<file path="src/include/slirq_defines.vh">
// register offsets, field positions, reset values for the link interrupt router
`ifndef SLIRQ_DEFINES_VH
`define SLIRQ_DEFINES_VH
`define SLIRQ_ADDR_W 12
`define SLIRQ_OFS_LINK_PAGE 12'h300
`define SLIRQ_OFS_CFG_EXP_FIRST 12'h450
`define SLIRQ_OFS_CFG_EXP_LAST 12'h45d
`define SLIRQ_OFS_ENABLE_PRI 12'h4b8
`define SLIRQ_OFS_ENABLE_SEC 12'h4b9
`define SLIRQ_OFS_FLAGS_PRI 12'h4ba
`define SLIRQ_OFS_FLAGS_SEC 12'h4bb
`define SLIRQ_OFS_PIN_SELECT 12'h4bc
`define SLIRQ_CFG_OCTETS 14
`define SLIRQ_NUM_LINKS 2
`define SLIRQ_BIT_MISMATCH 0
`define SLIRQ_BIT_PIN_ROUTE 0
`define SLIRQ_BIT_LINK_PAGE 0
`define SLIRQ_RST_BYTE 8'h00
`define SLIRQ_RST_BIT 1'b0
`endif

</file>
<file path="src/verilog/slirq_router.v">
// per-link interrupt flags, enables, lane-0 mismatch check and pin routing
//
// What this block does
// - mismatch check uses lane 0 configuration data only.
// - received configuration differing from programmed expected values raises mismatch.
// - all configuration octets, checksum included, take part in comparison.
// - enable bit 0 gates the mismatch interrupt, resets to 0.
// - primary flag register holds eight link event flags, reset 0.
// - secondary flag register bit 0 is mismatch; bits 7:1 read zero.
// - enables and flags exist per link; page select chooses the copy.
// - routing bit 0 steers request to pin a (0) or pin b (1).
// - primary enable register gates the eight event sources, reset 0.
// - checksum event compares transmitted and computed checksum, not programmed value.
`timescale 1ns/1ps
`default_nettype none
`include "slirq_defines.vh"
module slirq_router (
  input wire clk_sys,
  input wire sys_rst,
  input wire reg_wr,
  input wire reg_rd,
  input wire [11:0] reg_addr,
  input wire [7:0] reg_wdata,
  output reg [7:0] reg_rdata,
  input wire [15:0] link_events,
  input wire [1:0] cfg_oct_valid,
  input wire [3:0] cfg_oct_index,
  input wire [15:0] cfg_oct_data,
  input wire [1:0] cfg_done,
  input wire [1:0] cks_sent_valid,
  input wire [15:0] cks_sent,
  input wire [15:0] cks_calc,
  output reg interrupt_pin_a,
  output reg interrupt_pin_b
);
  // link_events: 8 bits per link, bit order of the primary flag register
  // cfg_oct_*: one lane-0 octet stream per link, octet index 0..13
  reg link_page_reg;
  reg link_irq_pin_route_reg;
  // per-link registers live inside the link loop; flat buses, link n in slice n, gather them
  wire [15:0] enable_pri_all;
  wire [1:0] mismatch_enable_all;
  wire [15:0] flags_pri_all;
  wire [1:0] mismatch_flag_all;
  // copies seen through the current page, for the read decode
  wire [7:0] enable_pri_sel;
  wire mismatch_enable_sel;
  wire [7:0] flags_pri_sel;
  wire mismatch_flag_sel;
  wire any_req;
  reg [7:0] rdata_next;
  reg interrupt_pin_a_next;
  reg interrupt_pin_b_next;
  reg [7:0] cfg_expected_reg [0:13];
  wire [1:0] mismatch_pulse;
  wire [1:0] link_req;
  wire [3:0] exp_idx;
  wire in_cfg_range;
  wire [11:0] cfg_ofs;
  assign cfg_ofs = reg_addr - `SLIRQ_OFS_CFG_EXP_FIRST;
  assign in_cfg_range = (reg_addr >= `SLIRQ_OFS_CFG_EXP_FIRST) && (reg_addr <= `SLIRQ_OFS_CFG_EXP_LAST);
  assign exp_idx = cfg_ofs[3:0];
  // page select picks which link's copy the bus sees
  assign enable_pri_sel = link_page_reg ? enable_pri_all[15:8] : enable_pri_all[7:0];
  assign mismatch_enable_sel = link_page_reg ? mismatch_enable_all[1] : mismatch_enable_all[0];
  assign flags_pri_sel = link_page_reg ? flags_pri_all[15:8] : flags_pri_all[7:0];
  assign mismatch_flag_sel = link_page_reg ? mismatch_flag_all[1] : mismatch_flag_all[0];
  // any flag of any link keeps a request standing
  assign any_req = |link_req;
  ////////////////////////////////////////////////////////////////////////
  // global page select and pin route
  always @(posedge clk_sys) begin
    if (sys_rst) begin
      link_page_reg <= `SLIRQ_RST_BIT;
      link_irq_pin_route_reg <= `SLIRQ_RST_BIT;
    end else if (reg_wr) begin
      if (reg_addr == `SLIRQ_OFS_LINK_PAGE)
        link_page_reg <= reg_wdata[`SLIRQ_BIT_LINK_PAGE];
      if (reg_addr == `SLIRQ_OFS_PIN_SELECT)
        link_irq_pin_route_reg <= reg_wdata[`SLIRQ_BIT_PIN_ROUTE];
    end
  end
  // expected configuration octets, shared by both links as programmed by software
  integer k;
  always @(posedge clk_sys) begin
    if (sys_rst) begin
      for (k = 0; k < `SLIRQ_CFG_OCTETS; k = k + 1)
        cfg_expected_reg[k] <= `SLIRQ_RST_BYTE;
    end else if (reg_wr && in_cfg_range) begin
      cfg_expected_reg[exp_idx] <= reg_wdata;
    end
  end
  ////////////////////////////////////////////////////////////////////////
  // per-link copies of enables and flags
  genvar g;
  generate
    for (g = 0; g < `SLIRQ_NUM_LINKS; g = g + 1) begin : gen_link
      wire sel;
      wire [7:0] ev;
      wire [7:0] ev_eff;
      wire cks_good_event;
      wire [7:0] w1c;
      wire w1c_mis;
      wire [3:0] oidx;
      reg [7:0] enable_pri_reg;
      reg config_mismatch_irq_enable_reg;
      reg [7:0] flags_pri_reg;
      reg [7:0] flags_pri_next;
      reg config_mismatch_flag_reg;
      reg config_mismatch_flag_next;
      assign sel = (link_page_reg == g);
      // checksum event: transmitted vs receiver-computed, never programmed octet 13
      assign cks_good_event = cks_sent_valid[g] && (cks_sent[8*g +: 8] == cks_calc[8*g +: 8]);
      assign ev = {link_events[8*g+7 : 8*g+3], cks_good_event, link_events[8*g+1 : 8*g]};
      assign ev_eff = ev & enable_pri_reg;
      assign w1c = (reg_wr && sel && reg_addr == `SLIRQ_OFS_FLAGS_PRI) ? reg_wdata : 8'h00;
      assign w1c_mis = reg_wr && sel && reg_addr == `SLIRQ_OFS_FLAGS_SEC && reg_wdata[`SLIRQ_BIT_MISMATCH];
      assign oidx = (cfg_oct_index < 4'hd) ? cfg_oct_index : 4'hd;
      // only the lane-0 stream of each link feeds the checker
      slirq_cfg_compare u_cmp (
        .clk_sys(clk_sys),
        .sys_rst(sys_rst),
        .oct_valid(cfg_oct_valid[g]),
        .oct_index(cfg_oct_index),
        .oct_data(cfg_oct_data[8*g +: 8]),
        .exp_data(cfg_expected_reg[oidx]),
        .cfg_done(cfg_done[g]),
        .mismatch_pulse(mismatch_pulse[g])
      );
      // enables written only through the selected page
      always @(posedge clk_sys) begin
        if (sys_rst) begin
          enable_pri_reg <= `SLIRQ_RST_BYTE;
          config_mismatch_irq_enable_reg <= `SLIRQ_RST_BIT;
        end else if (reg_wr && sel) begin
          if (reg_addr == `SLIRQ_OFS_ENABLE_PRI)
            enable_pri_reg <= reg_wdata;
          if (reg_addr == `SLIRQ_OFS_ENABLE_SEC)
            config_mismatch_irq_enable_reg <= reg_wdata[`SLIRQ_BIT_MISMATCH];
        end
      end
      // next flag values; the set term comes last so an event in the clearing cycle wins
      always @* begin
        flags_pri_next = (flags_pri_reg & ~w1c) | ev_eff;
        config_mismatch_flag_next = (config_mismatch_flag_reg & ~w1c_mis)
          | (mismatch_pulse[g] & config_mismatch_irq_enable_reg);
      end
      // sticky flags; enables gate only the setting, a standing flag is never masked
      always @(posedge clk_sys) begin
        if (sys_rst) begin
          flags_pri_reg <= `SLIRQ_RST_BYTE;
          config_mismatch_flag_reg <= `SLIRQ_RST_BIT;
        end else begin
          flags_pri_reg <= flags_pri_next;
          config_mismatch_flag_reg <= config_mismatch_flag_next;
        end
      end
      // publish this link's copies on the flat buses
      assign enable_pri_all[8*g +: 8] = enable_pri_reg;
      assign mismatch_enable_all[g] = config_mismatch_irq_enable_reg;
      assign flags_pri_all[8*g +: 8] = flags_pri_reg;
      assign mismatch_flag_all[g] = config_mismatch_flag_reg;
      assign link_req[g] = (|flags_pri_reg) | config_mismatch_flag_reg;
    end
  endgenerate
  ////////////////////////////////////////////////////////////////////////
  // route the combined request to one pin only; the other stays low
  always @* begin
    interrupt_pin_a_next = 1'b0;
    interrupt_pin_b_next = 1'b0;
    if (link_irq_pin_route_reg)
      interrupt_pin_b_next = any_req;
    else
      interrupt_pin_a_next = any_req;
  end
  // pins registered, so they follow the flags one cycle later and never glitch
  always @(posedge clk_sys) begin
    if (sys_rst) begin
      interrupt_pin_a <= 1'b0;
      interrupt_pin_b <= 1'b0;
    end else begin
      interrupt_pin_a <= interrupt_pin_a_next;
      interrupt_pin_b <= interrupt_pin_b_next;
    end
  end
  // read decode; expected octets fall to the default arm, anything unmapped reads zero
  always @* begin
    rdata_next = `SLIRQ_RST_BYTE;
    case (reg_addr)
      `SLIRQ_OFS_LINK_PAGE: begin
        rdata_next = {7'h00, link_page_reg};
      end
      `SLIRQ_OFS_ENABLE_PRI: begin
        rdata_next = enable_pri_sel;
      end
      `SLIRQ_OFS_ENABLE_SEC: begin
        rdata_next = {7'h00, mismatch_enable_sel};
      end
      `SLIRQ_OFS_FLAGS_PRI: begin
        rdata_next = flags_pri_sel;
      end
      `SLIRQ_OFS_FLAGS_SEC: begin
        rdata_next = {7'h00, mismatch_flag_sel};
      end
      `SLIRQ_OFS_PIN_SELECT: begin
        rdata_next = {7'h00, link_irq_pin_route_reg};
      end
      default: begin
        if (in_cfg_range) begin
          rdata_next = cfg_expected_reg[exp_idx];
        end
      end
    endcase
  end
  // read data registered one cycle after the strobe and held until the next read
  always @(posedge clk_sys) begin
    if (sys_rst) begin
      reg_rdata <= `SLIRQ_RST_BYTE;
    end else if (reg_rd) begin
      reg_rdata <= rdata_next;
    end
  end
endmodule
`default_nettype wire

</file>
<file path="src/verilog/slirq_cfg_compare.v">
// lane-0 configuration octet comparator for one link
`timescale 1ns/1ps
`default_nettype none
`include "slirq_defines.vh"
module slirq_cfg_compare (
  input wire clk_sys,
  input wire sys_rst,
  input wire oct_valid,
  input wire [3:0] oct_index,
  input wire [7:0] oct_data,
  input wire [7:0] exp_data,
  input wire cfg_done,
  output reg mismatch_pulse
);
  reg diff_reg;
  reg diff_next;
  ////////////////////////////////////////////////////////////////////////
  // every octet counts, checksum octet included
  always @* begin
    diff_next = diff_reg;
    if (oct_valid && oct_index == 4'h0) begin
      diff_next = (oct_data != exp_data);
    end else if (oct_valid && oct_data != exp_data) begin
      diff_next = 1'b1;
    end
  end
  // verdict lands once, after the last octet
  always @(posedge clk_sys) begin
    if (sys_rst) begin
      diff_reg <= 1'b0;
      mismatch_pulse <= 1'b0;
    end else begin
      diff_reg <= cfg_done ? 1'b0 : diff_next;
      mismatch_pulse <= cfg_done & diff_next;
    end
  end
endmodule
`default_nettype wire

</file>
<file path="config.mk">
export PLATFORM = sky130hd
export DESIGN_NAME = slirq_router
export DESIGN_NICKNAME = d
export VERILOG_FILES = /design/src/verilog/slirq_router.v /design/src/verilog/slirq_cfg_compare.v
export VERILOG_INCLUDE_DIRS = /design/src /design/src/include
export SDC_FILE = /design/constraint.sdc
export NUM_CORES = 1
export LEC_CHECK = 0
export ABC_CLOCK_PERIOD_IN_PS = 7290
export BUFFER_PORTS_ARGS = -buffer_cell sky130_fd_sc_hd__buf_2
export CORE_ASPECT_RATIO = 1.75
export CORE_MARGIN = 4
export CORE_UTILIZATION = 64
export DETAILED_ROUTE_END_ITERATION = 7
export GPL_TIMING_DRIVEN = 0
export HOLD_SLACK_MARGIN = 0.1
export PLACE_DENSITY = 0.87
export SLEW_MARGIN = 40
export SYNTH_ARGS = -nofsm -noshare
export SYNTH_HDL_FRONTEND = slang
export SYNTH_SLANG_ARGS = --single-unit
</file>
<file path="constraint.sdc">
create_clock -name clk_sys -period 7.29 [get_ports clk_sys]
set_input_delay 2.187 -clock clk_sys [delete_from_list [all_inputs] [get_ports clk_sys]]
set_output_delay 2.187 -clock clk_sys [all_outputs]
set_load 0.03 [all_outputs]
</file>
### Yosys cells after proc, flatten, opt, wreduce, memory -nomap -nowiden

Memory sizes are Yosys's and may differ from the RTL's.
Cells that the tools add are included.

* output and inout bits: 10
* RAM bits: 112
* ROM bits: 0
* memories: 1
* flip-flop bits (word level): 52
* bits in latches: 0
* word-level logic and storage cells: 106

Memories
* cfg_expected_reg: words 14, bits a word 8, rd ports 2, clocked after Yosys merged registers in 0, wr ports 14, line slirq_router.v:54 `reg [7:0] cfg_expected_reg [0:13];`

* div/mod/pow operators: 0
* shifts and indexed selects: 0
* add/sub/neg operators: 1
* reduce and logical (&&, ||, !) cells: 31
* bitwise logic cells: 22
* eq/ne operators: 10
* $lt $le $gt $ge: 3
* muxes and demuxes: 21
* $mul: 0

Operators by type and width (number)
* $eq A12 B11 Y1 const B: 5
* $mux W8: 6
* $pmux W8 S6: 1
* $and A8 B8 Y8: 4
* $reduce_or A8 Y1: 3
* $eq A8 B8 Y1: 2
* $logic_and A1 B1 Y1: 16
* $ne A8 B8 Y1: 2
* $not A8 Y8: 2
* $or A8 B8 Y8: 2
* $eq A12 B10 Y1 const B: 1
* $ge A12 B11 Y1 const B: 1
* $le A12 B11 Y1 const B: 1
* $mux W1: 12
* $reduce_and A2 Y1: 6
* $reduce_or A2 Y1: 5
* $mux W4: 2
* $and A1 B1 Y1: 6
* $logic_not A4 Y1: 1
* $lt A4 B4 Y1 const B: 1
* $not A1 Y1: 4
* $or A1 B1 Y1: 4
* $sub A4 B1 Y4 const B: 1

### Longest topological paths before layout

Gate-level depths: netlist (run 1).

* depth in word-level cells: 8
* mapped depth: 10

### Hierarchy

From an unflattened synthesis (run 1), not the netlist that was laid out.

* cell total of the unflattened synthesis: 856
* area total of the unflattened synthesis: 9892.0 µm²

By module, submodules not included
* slirq_router: cells each 814, instances 1, area each 9531.6 µm²
* slirq_cfg_compare: cells each 21, instances 2, area each 180.2 µm²

### Least setup slack after synthesis (run 1)

OpenSTA, ideal clock, no wires.

* path type: input port to flip-flop
* start point: input reg_addr[11]
* end point: memory cfg_expected_reg[3][0], enable pin
* data required time: 6980 ps
* path slack: 3205 ps
* library setup time: 310 ps
* arrival time: 3775 ps
* cell stages on the path: 7
* cells stage by stage: nor4b_2 > nand4_1 > a31o_2 > inv_1 > nand4_1 > nor3_1 > or2_2

RTL lines
* from (decl): line slirq_router.v:22 `input wire [11:0] reg_addr,`
* to (decl): line slirq_router.v:54

### Worst setup path after layout (run 1)

* start point: input reg_addr[1]
* end point: register gen_link[0].flags_pri_reg[5]

* word-level cells in the longest chain between the ends: 6

RTL lines
* $eq A12 B11 Y1
* $logic_and A1 B1 Y1 (no source line)
* $mux W8: line slirq_router.v:116 `` assign w1c = (reg_wr && sel && reg_addr == `SLIRQ_OFS_FLAGS_PRI) ? reg_wdata : 8'h00; ``
* $not A8 Y8: line slirq_router.v:144 `flags_pri_next = (flags_pri_reg & ~w1c) | ev_eff;`
* $and A8 B8 Y8: line slirq_router.v:144
* $or A8 B8 Y8: line slirq_router.v:144
* to (signal assigned): line slirq_router.v:151 `` flags_pri_reg <= `SLIRQ_RST_BYTE; ``
* to (signal assigned): line slirq_router.v:154 `flags_pri_reg <= flags_pri_next;`
* to (decl): line slirq_router.v:107 `reg [7:0] flags_pri_reg;`

Every way passes these cells.
A chain may end at the register's enable or synchronous reset.

==> impl_metrics.ini, run 1 <==
[grt]
total_grt_usage_pct = 37.78
vias_in_the_first_global_route = 8523
grt_max_degree = 18
grt_first_pass_wirelength_microns = 47740
grt_overflow_total = 0
antenna_violations_before_repair = 0

[logic_synthesis]
postSynth.topFlopCell = edfxtp_1
synth_xor_xnor_area_share_pct = 1.621
synth-async-reset-ratio_pct = 0
syn_area_sq_mm = 0.009727
synth_compound_area_share_pct = 13.35
number_of_enable_flip_flop_cells_after_synthesis = 126
yosysTopAreaCellShare_pct = 38.90
dominant_combinational_cell_family_by_area_after_synthesis = simple AND/OR/NAND/NOR gates
post_synth_mux_area_share_pct = 14.65
most_frequent_cell_after_synthesis = edfxtp_1
yosys.area.top_type = edfxtp_1
cells_after_synth = 858
synth_sequential_area_ratio_pct = 49.60
syn_area_per_cell_sq_um = 11.34
yosys-top-cells-area = edfxtp_1 (39%), dfxtp_1 (11%), mux4_2 (9.0%)
area_share_of_fa_ha_maj_cells_after_synthesis_pct = 0
synth-seq-cells = 178
synth-simple-area-share_pct = 17.49
synth_cell_type_count = 67
post_synth_most_frequent_cells = edfxtp_1 (126), and2_1 (114), nor2_1 (54)
yosys_warnings = 0

[layout]
n_antenna_cell = 0
finalNonFillerCells = 1189
nets_final = 1091
syn_to_final_growth_pct = 14.30
filler_cell_count = 1000
post_route_cells_drive_above_1_share_pct = 24.16
flip_flop_count_of_the_largest_register_all_copies_and_words_added = 126

[job]
maxCapViolations = 0

[routing]
final_antenna_net_count = 0
route.detailed.wl_per_inst_microns = 26.31
detail_route.iter0.violations = 1014
drc_errors = 0
drt_wl_total_microns = 31280
number_of_iterations_in_the_first_detailed_routing_pass = 7
via_per_inst = 6.896
detailroute.via_count = 8199

[critical_path]
timing.critical_path.slowest_cell_delay_ns = 0.74
cp_num_buf_inv = 3
slowest_stage = nor2_1
worstPathCellList = buf_2 -> buf_1 -> clkbuf_1 -> nand3b_1 -> nor2_1 -> nand2_1 -> a22oi_1 -> nor2_1
cp_common_cell = nor2_1
critical_path.max_fanout = 10
worstPathArrival_ns = 4.89
cp.required_ns = 7.60
worst_r2r_startpoint = cfg_expected_reg[6][2]
critPathLaunch = reg_addr[1]
worst-setup-path-type = input pin to register
worstSetupEndpointType = register
critPathTopFamily = simple AND/OR/NAND/NOR gates
critical_path.startpoint_type = input pin

[pwr]
seq_power_share_pct = 49.2
power_frac_comb_pct = 12.3
p_int_mw = 1.718
power_frac_clock_pct = 38.6
total_power_mw = 2.331
switching_share_pct = 26.29
power_per_cell_area_mw_per_mm2 = 209.7
p_leak_nw = 3.991
p_sw_mw = 0.6130
worst_ir_drop_vdd_mv = 0.1852

[sta]
final_period_minus_worst_setup_slack_ns = 4.580
clock.fmax_mhz = 218.3
tightestPinTransition_ns = 0.9122
timing_max_transition_violations_final = 0
final-setup-viol-count = 0
slew_headroom_pct = 39.18
rsz0062_at_grt = false
hold_ws_ns = 0.4558
final_min_period_over_clock_period_pct = 62.83
fin_setup_tns_ns = 0
timing_hold_violations_final = 0
final_setup_skew_ns = 0.01567

[outcome]
result_of_the_run = finished clean

[placed_design]
io_buffers = 102
post-place-cells = 1156
place_hpwl_microns = 22700
routabilityCongestion = 1.042

[cts]
tritoncts = built
ctsRootBufferMaster = clkbuf_16
cts.htree.levels = 4
clock_path_buffers = 2
post-cts-setup-buffer-count = 0
clock_sinks = 178
total_of_cells_resized_after_clock_tree_synthesis = 0
clk_transition_reported_paths_ns = 0.07
clkLatencyLatePin_ns = 0.44
numCtsBuffers = 17
holdBufCountCts = 0

[hold_path]
min-delay-start = gen_link[0].u_cmp.mismatch_pulse
worstHoldPathType = register to register

[floorplanning]
fp.dieArea_sq_mm = 0.01731
fp-row-count = 59
ioPinCount = 108
floorplan.die.width_microns = 101.2
die-height_microns = 171.1
initial_utilization_pct = 65.23
coreArea_sq_mm = 0.01491
[power by group through the flow]
stage | clock network (mW) | logic, mW | registers [mW]
6_report | 0.900 | 0.286 | 1.15
5_1_grt | 0.925 | 0.299 | 1.15
4_1_cts | 0.882 | 0.275 | 1.14
3_5_place_dp | 0 | 0.272 | 1.17
3_3_place_gp | 0 | 0.266 | 1.16
2_1_floorplan | 0 | 0.168 | 1.15
[layer usage]
layer | part of all wire (%) | global-route usage [%]
met5 | 0 | 0
met4 | 11 | 31.66
met3 | 9.4 | 8.568
met2 | 50 | 64.05
met1 | 30 | 38.57
[layout make-up]
class | count | area [sq um] | share of cell area [%]
flip-flops and latches | 178 | 4825 | 43.39
well taps | 183 | 229.0 | 2.059
clock inverters | 12 | 92.59 | 0.8328
clock buffers | 20 | 479.2 | 4.310
multi-input cells | 622 | 4656 | 41.87
plain buffers | 55 | 255.2 | 2.296
inverters | 16 | 60.06 | 0.5402
repair buffers | 103 | 521.8 | 4.693
[path summary, 6_finish.rpt]
path | endpoint | slack, ns | cells past startpoint
setup / recovery | gen_link[0].flags_pri_reg[5] | 2.71 | 8
hold / removal | gen_link[0].config_mismatch_flag_reg | 0.46 | 2
setup reg to reg | gen_link[1].u_cmp.mismatch_pulse | 4.83 | 7
hold reg to reg | gen_link[0].config_mismatch_flag_reg | 0.46 | 2
[layout by cell type (no fill, tap or decap), types with 4 or more instances in the layout]
cell | synthesis | final
inv_1 | 16 | 17
o31ai_1 | 6 | 6
mux2_2 | 20 | 20
nor2b_1 | 5 | 5
nor4_1 | 5 | 5
and2_1 | 114 | 114
a22oi_1 | 17 | 17
nor2_1 | 54 | 54
o21a_1 | 10 | 10
mux2i_1 | 31 | 31
nor3_2 | 0 | 4
buf_2 | 14 | 116
nand2b_1 | 12 | 12
or2_2 | 14 | 14
dfxtp_1 | 52 | 52
mux4_2 | 39 | 39
nand3_1 | 6 | 6
nand2_1 | 52 | 52
buf_1 | 5 | 5
o21ai_0 | 28 | 28
clkbuf_1 | 30 | 31
o221ai_1 | 18 | 18
nor3_1 | 20 | 16
clkbuf_16 | 0 | 19
o22ai_1 | 20 | 20
xor2_1 | 16 | 16
edfxtp_1 | 126 | 126
buf_6 | 3 | 4
nand3b_1 | 5 | 5
conb_1 | 1 | 14
a211oi_1 | 6 | 6
o211ai_1 | 9 | 9
a211o_1 | 4 | 4
nand4_1 | 6 | 6
a21oi_1 | 45 | 45
[worst register-to-register path, stage by stage (launching register included)]
cell and delay (ns):
edfxtp_1 0.40, mux2_2 0.30, o2111ai_1 0.41, o221ai_2 0.25, nor3_1 0.24, o221ai_1 0.15
nor4_2 0.37, a21oi_1 0.20
[kinds of logic (layout without fill, tap and decap cells)]
| logic type | after synthesis | count (layout) |
|---|---|---|
| flip-flops | 178 | 178 |
| other | 1 | 14 |
| multiplexers | 91 | 91 |
| AND/OR/NAND/NOR | 311 | 311 |
| XOR/XNOR | 18 | 18 |
| AO/OA/AOI/OAI | 188 | 188 |
| buffers and inverters | 71 | 206 |
[stage by stage]
step | instance area (sq um) | setup slack, ns | util (%)
finish | 11120 | 2.710 | 74.56
floorplan | 9776 | 3.205 | -
global route | 11120 | 2.495 | 74.56
detailed placement | 10540 | 2.326 | 70.65
global placement | 10520 | 2.064 | 70.52
CTS | 11110 | 2.763 | 74.48
Power figures use the tool's default switching activity.
==> inputs of run 2 (changes only) <==
- ABC_CLOCK_PERIOD_IN_PS: 7290 -> 4660
- CORE_UTILIZATION: 64 -> 59
- PLACE_DENSITY: 0.87 -> 0.81
- clock period: 7.29 -> 4.66 ns (I/O delays scaled with it)
==> run 2 against run 1 <==
Against the previous run: register-to-register slack worse by 2.8 ns; core utilization down 5.2 points; critical path type unchanged; largest power group unchanged; highest routed layer unchanged; sequential cell count unchanged; clock skew down 0.0062 ns.
==> impl_metrics.ini, run 2 (same netlist as run 1, synthesis figures left out) <==
[outcome]
result_of_the_run = finished clean

[critical_path]
critPathLaunch = reg_addr[1]
worstPathArrival_ns = 4.10
critical_path.startpoint_type = input pin
critical_path.max_fanout = 10
regToRegSetupSlack_ns = 2.07
cp.required_ns = 4.96
worst-setup-path-type = input pin to register
worst_r2r_startpoint = cfg_expected_reg[6][2]
worstSetupEndpointType = register

[layout]
flip_flop_count_of_the_largest_register_all_copies_and_words_added = 126
syn_to_final_growth_pct = 14.37
fin_util_pct = 69.41
mostFrequentLayoutCell = edfxtp_1
nets_final = 1090
post_route_cells_drive_above_1_share_pct = 23.98
highest_count_cells_in_the_layout_ignoring_fill_and_taps = edfxtp_1 (126), buf_2 (116), and2_1 (114), nor2_1 (54)
n_antenna_cell = 0
final_area_sq_mm = 0.01112

[cts]
ctsRootBufferMaster = clkbuf_16
cts.htree.levels = 4
clock_sinks = 178
tritoncts = built
holdBufCountCts = 0
clk_transition_reported_paths_ns = 0.07
clkLatencyLatePin_ns = 0.44
post-cts-setup-buffer-count = 0
numCtsBuffers = 17
clock_path_buffers = 2
total_of_cells_resized_after_clock_tree_synthesis = 0

[sta]
rsz0062_at_grt = false
final_min_period_over_clock_period_pct = 81.51
timing_hold_violations_final = 0
final-setup-viol-count = 0
timing_max_transition_violations_final = 0
fin_setup_tns_ns = 0
postLayoutSetupSlackWorst_ns = 0.8617
slew_headroom_pct = 43.84
clock.fmax_mhz = 263.3
tightestPinTransition_ns = 0.8425
final_period_minus_worst_setup_slack_ns = 3.798
final_setup_skew_ns = 0.009461

[placed_design]
detailedPlace.worstSlack_ns = 0.5365
routabilityCongestion = 1.019
place_hpwl_microns = 23300
io_buffers = 102
post_dp_cell_area_sq_mm = 0.01054

[floorplanning]
floorplan.die.width_microns = 105.1
initial_utilization_pct = 60.69
ioPinCount = 108
fp-row-count = 61
die-height_microns = 177.9
coreArea_sq_mm = 0.01603
fp.dieArea_sq_mm = 0.01869

[pwr]
power_per_cell_area_mw_per_mm2 = 329.9
worst_ir_drop_vdd_mv = 0.2715
p_leak_nw = 3.976

[hold_path]
min-delay-start = gen_link[1].u_cmp.mismatch_pulse
worstHoldPathType = register to register

[job]
maxCapViolations = 0

[routing]
drt_wl_total_microns = 30100
drc_errors = 0
via_per_inst = 6.655
final_antenna_net_count = 0
detailroute.via_count = 7946
detail_route.iter0.violations = 731
number_of_iterations_in_the_first_detailed_routing_pass = 5
route.detailed.wl_per_inst_microns = 25.21
wl_met2_microns = 15460
drt-met1-wl_microns = 9222
highest_layer = met4
met3_wirelength_microns = 2344

[grt]
antenna_violations_before_repair = 0
vias_in_the_first_global_route = 8203
grt_max_degree = 17
total_grt_usage_pct = 33.28
grt_overflow_total = 0
grt_first_pass_wirelength_microns = 45950
run 2: cell count changes in the layout (fill, tap and decap cells not counted), sizes merged:
cell,change
buf,-1
clkinv,-2
bufinv,+2
clkinvlp,+1
inv,-1
run 2: critical path, cell delays in order:
cell	delay [ns]
buf_2	0.14
buf_1	0.51
clkbuf_1	0.46
nand3b_1	0.46
nor2_1	0.77
nand2_1	0.12
a22oi_1	0.16
nor2_1	0.06
run 2: worst paths after layout:
path                                               end  depth (start not counted)
setup / recovery          gen_link[0].flags_pri_reg[5]                          8
hold / removal    gen_link[1].config_mismatch_flag_reg                          2
setup reg to reg      gen_link[0].u_cmp.mismatch_pulse                          7
hold reg to reg   gen_link[1].config_mismatch_flag_reg                          2
run 2: metal layers:
metal / track usage [%] / vias up
li1: - / 3490
met5: 0 / -
met1: 33.33 / 3728
met4: 30.10 / 0
met3: 6.007 / 160
met2: 58.12 / 568
run 2: where the power goes:
| group | total (mW) | internal (mW) | leakage (nW) | switching, mW |
|---|---|---|---|---|
| Sequential | 1.79 | 1.75 | 1.62 | 0.0411 |
| Combinational | 0.437 | 0.179 | 2.08 | 0.258 |
| Clock | 1.44 | 0.802 | 0.277 | 0.636 |
run 2: cell type report:
cell class                      instances  area [sq um]
Clock buffer                           20         436.7
Inverter                               16         60.06
Multi-Input combinational cell        622          4656
Buffer                                 55         255.2
Tap cell                              189         236.5
Fill cell                            1178          4903
Clock inverter                         12         145.1
Timing Repair Buffer                  102         510.5
Sequential cell                       178          4825
run 2: stage by stage:
| stage | instances | total power, mW | hold WS, ns |
|---|---|---|---|
| final | 1194 | 3.670 | 0.4598 |
| after global routing | 1194 | 3.761 | 0.4860 |
| after CTS | 1194 | 3.647 | 0.4547 |
| after detailed placement | 1162 | 2.250 | 0.4375 |
| after global placement | 1162 | 2.239 | 0.4474 |
| after floorplan | 871 | 2.069 | 0.4246 |
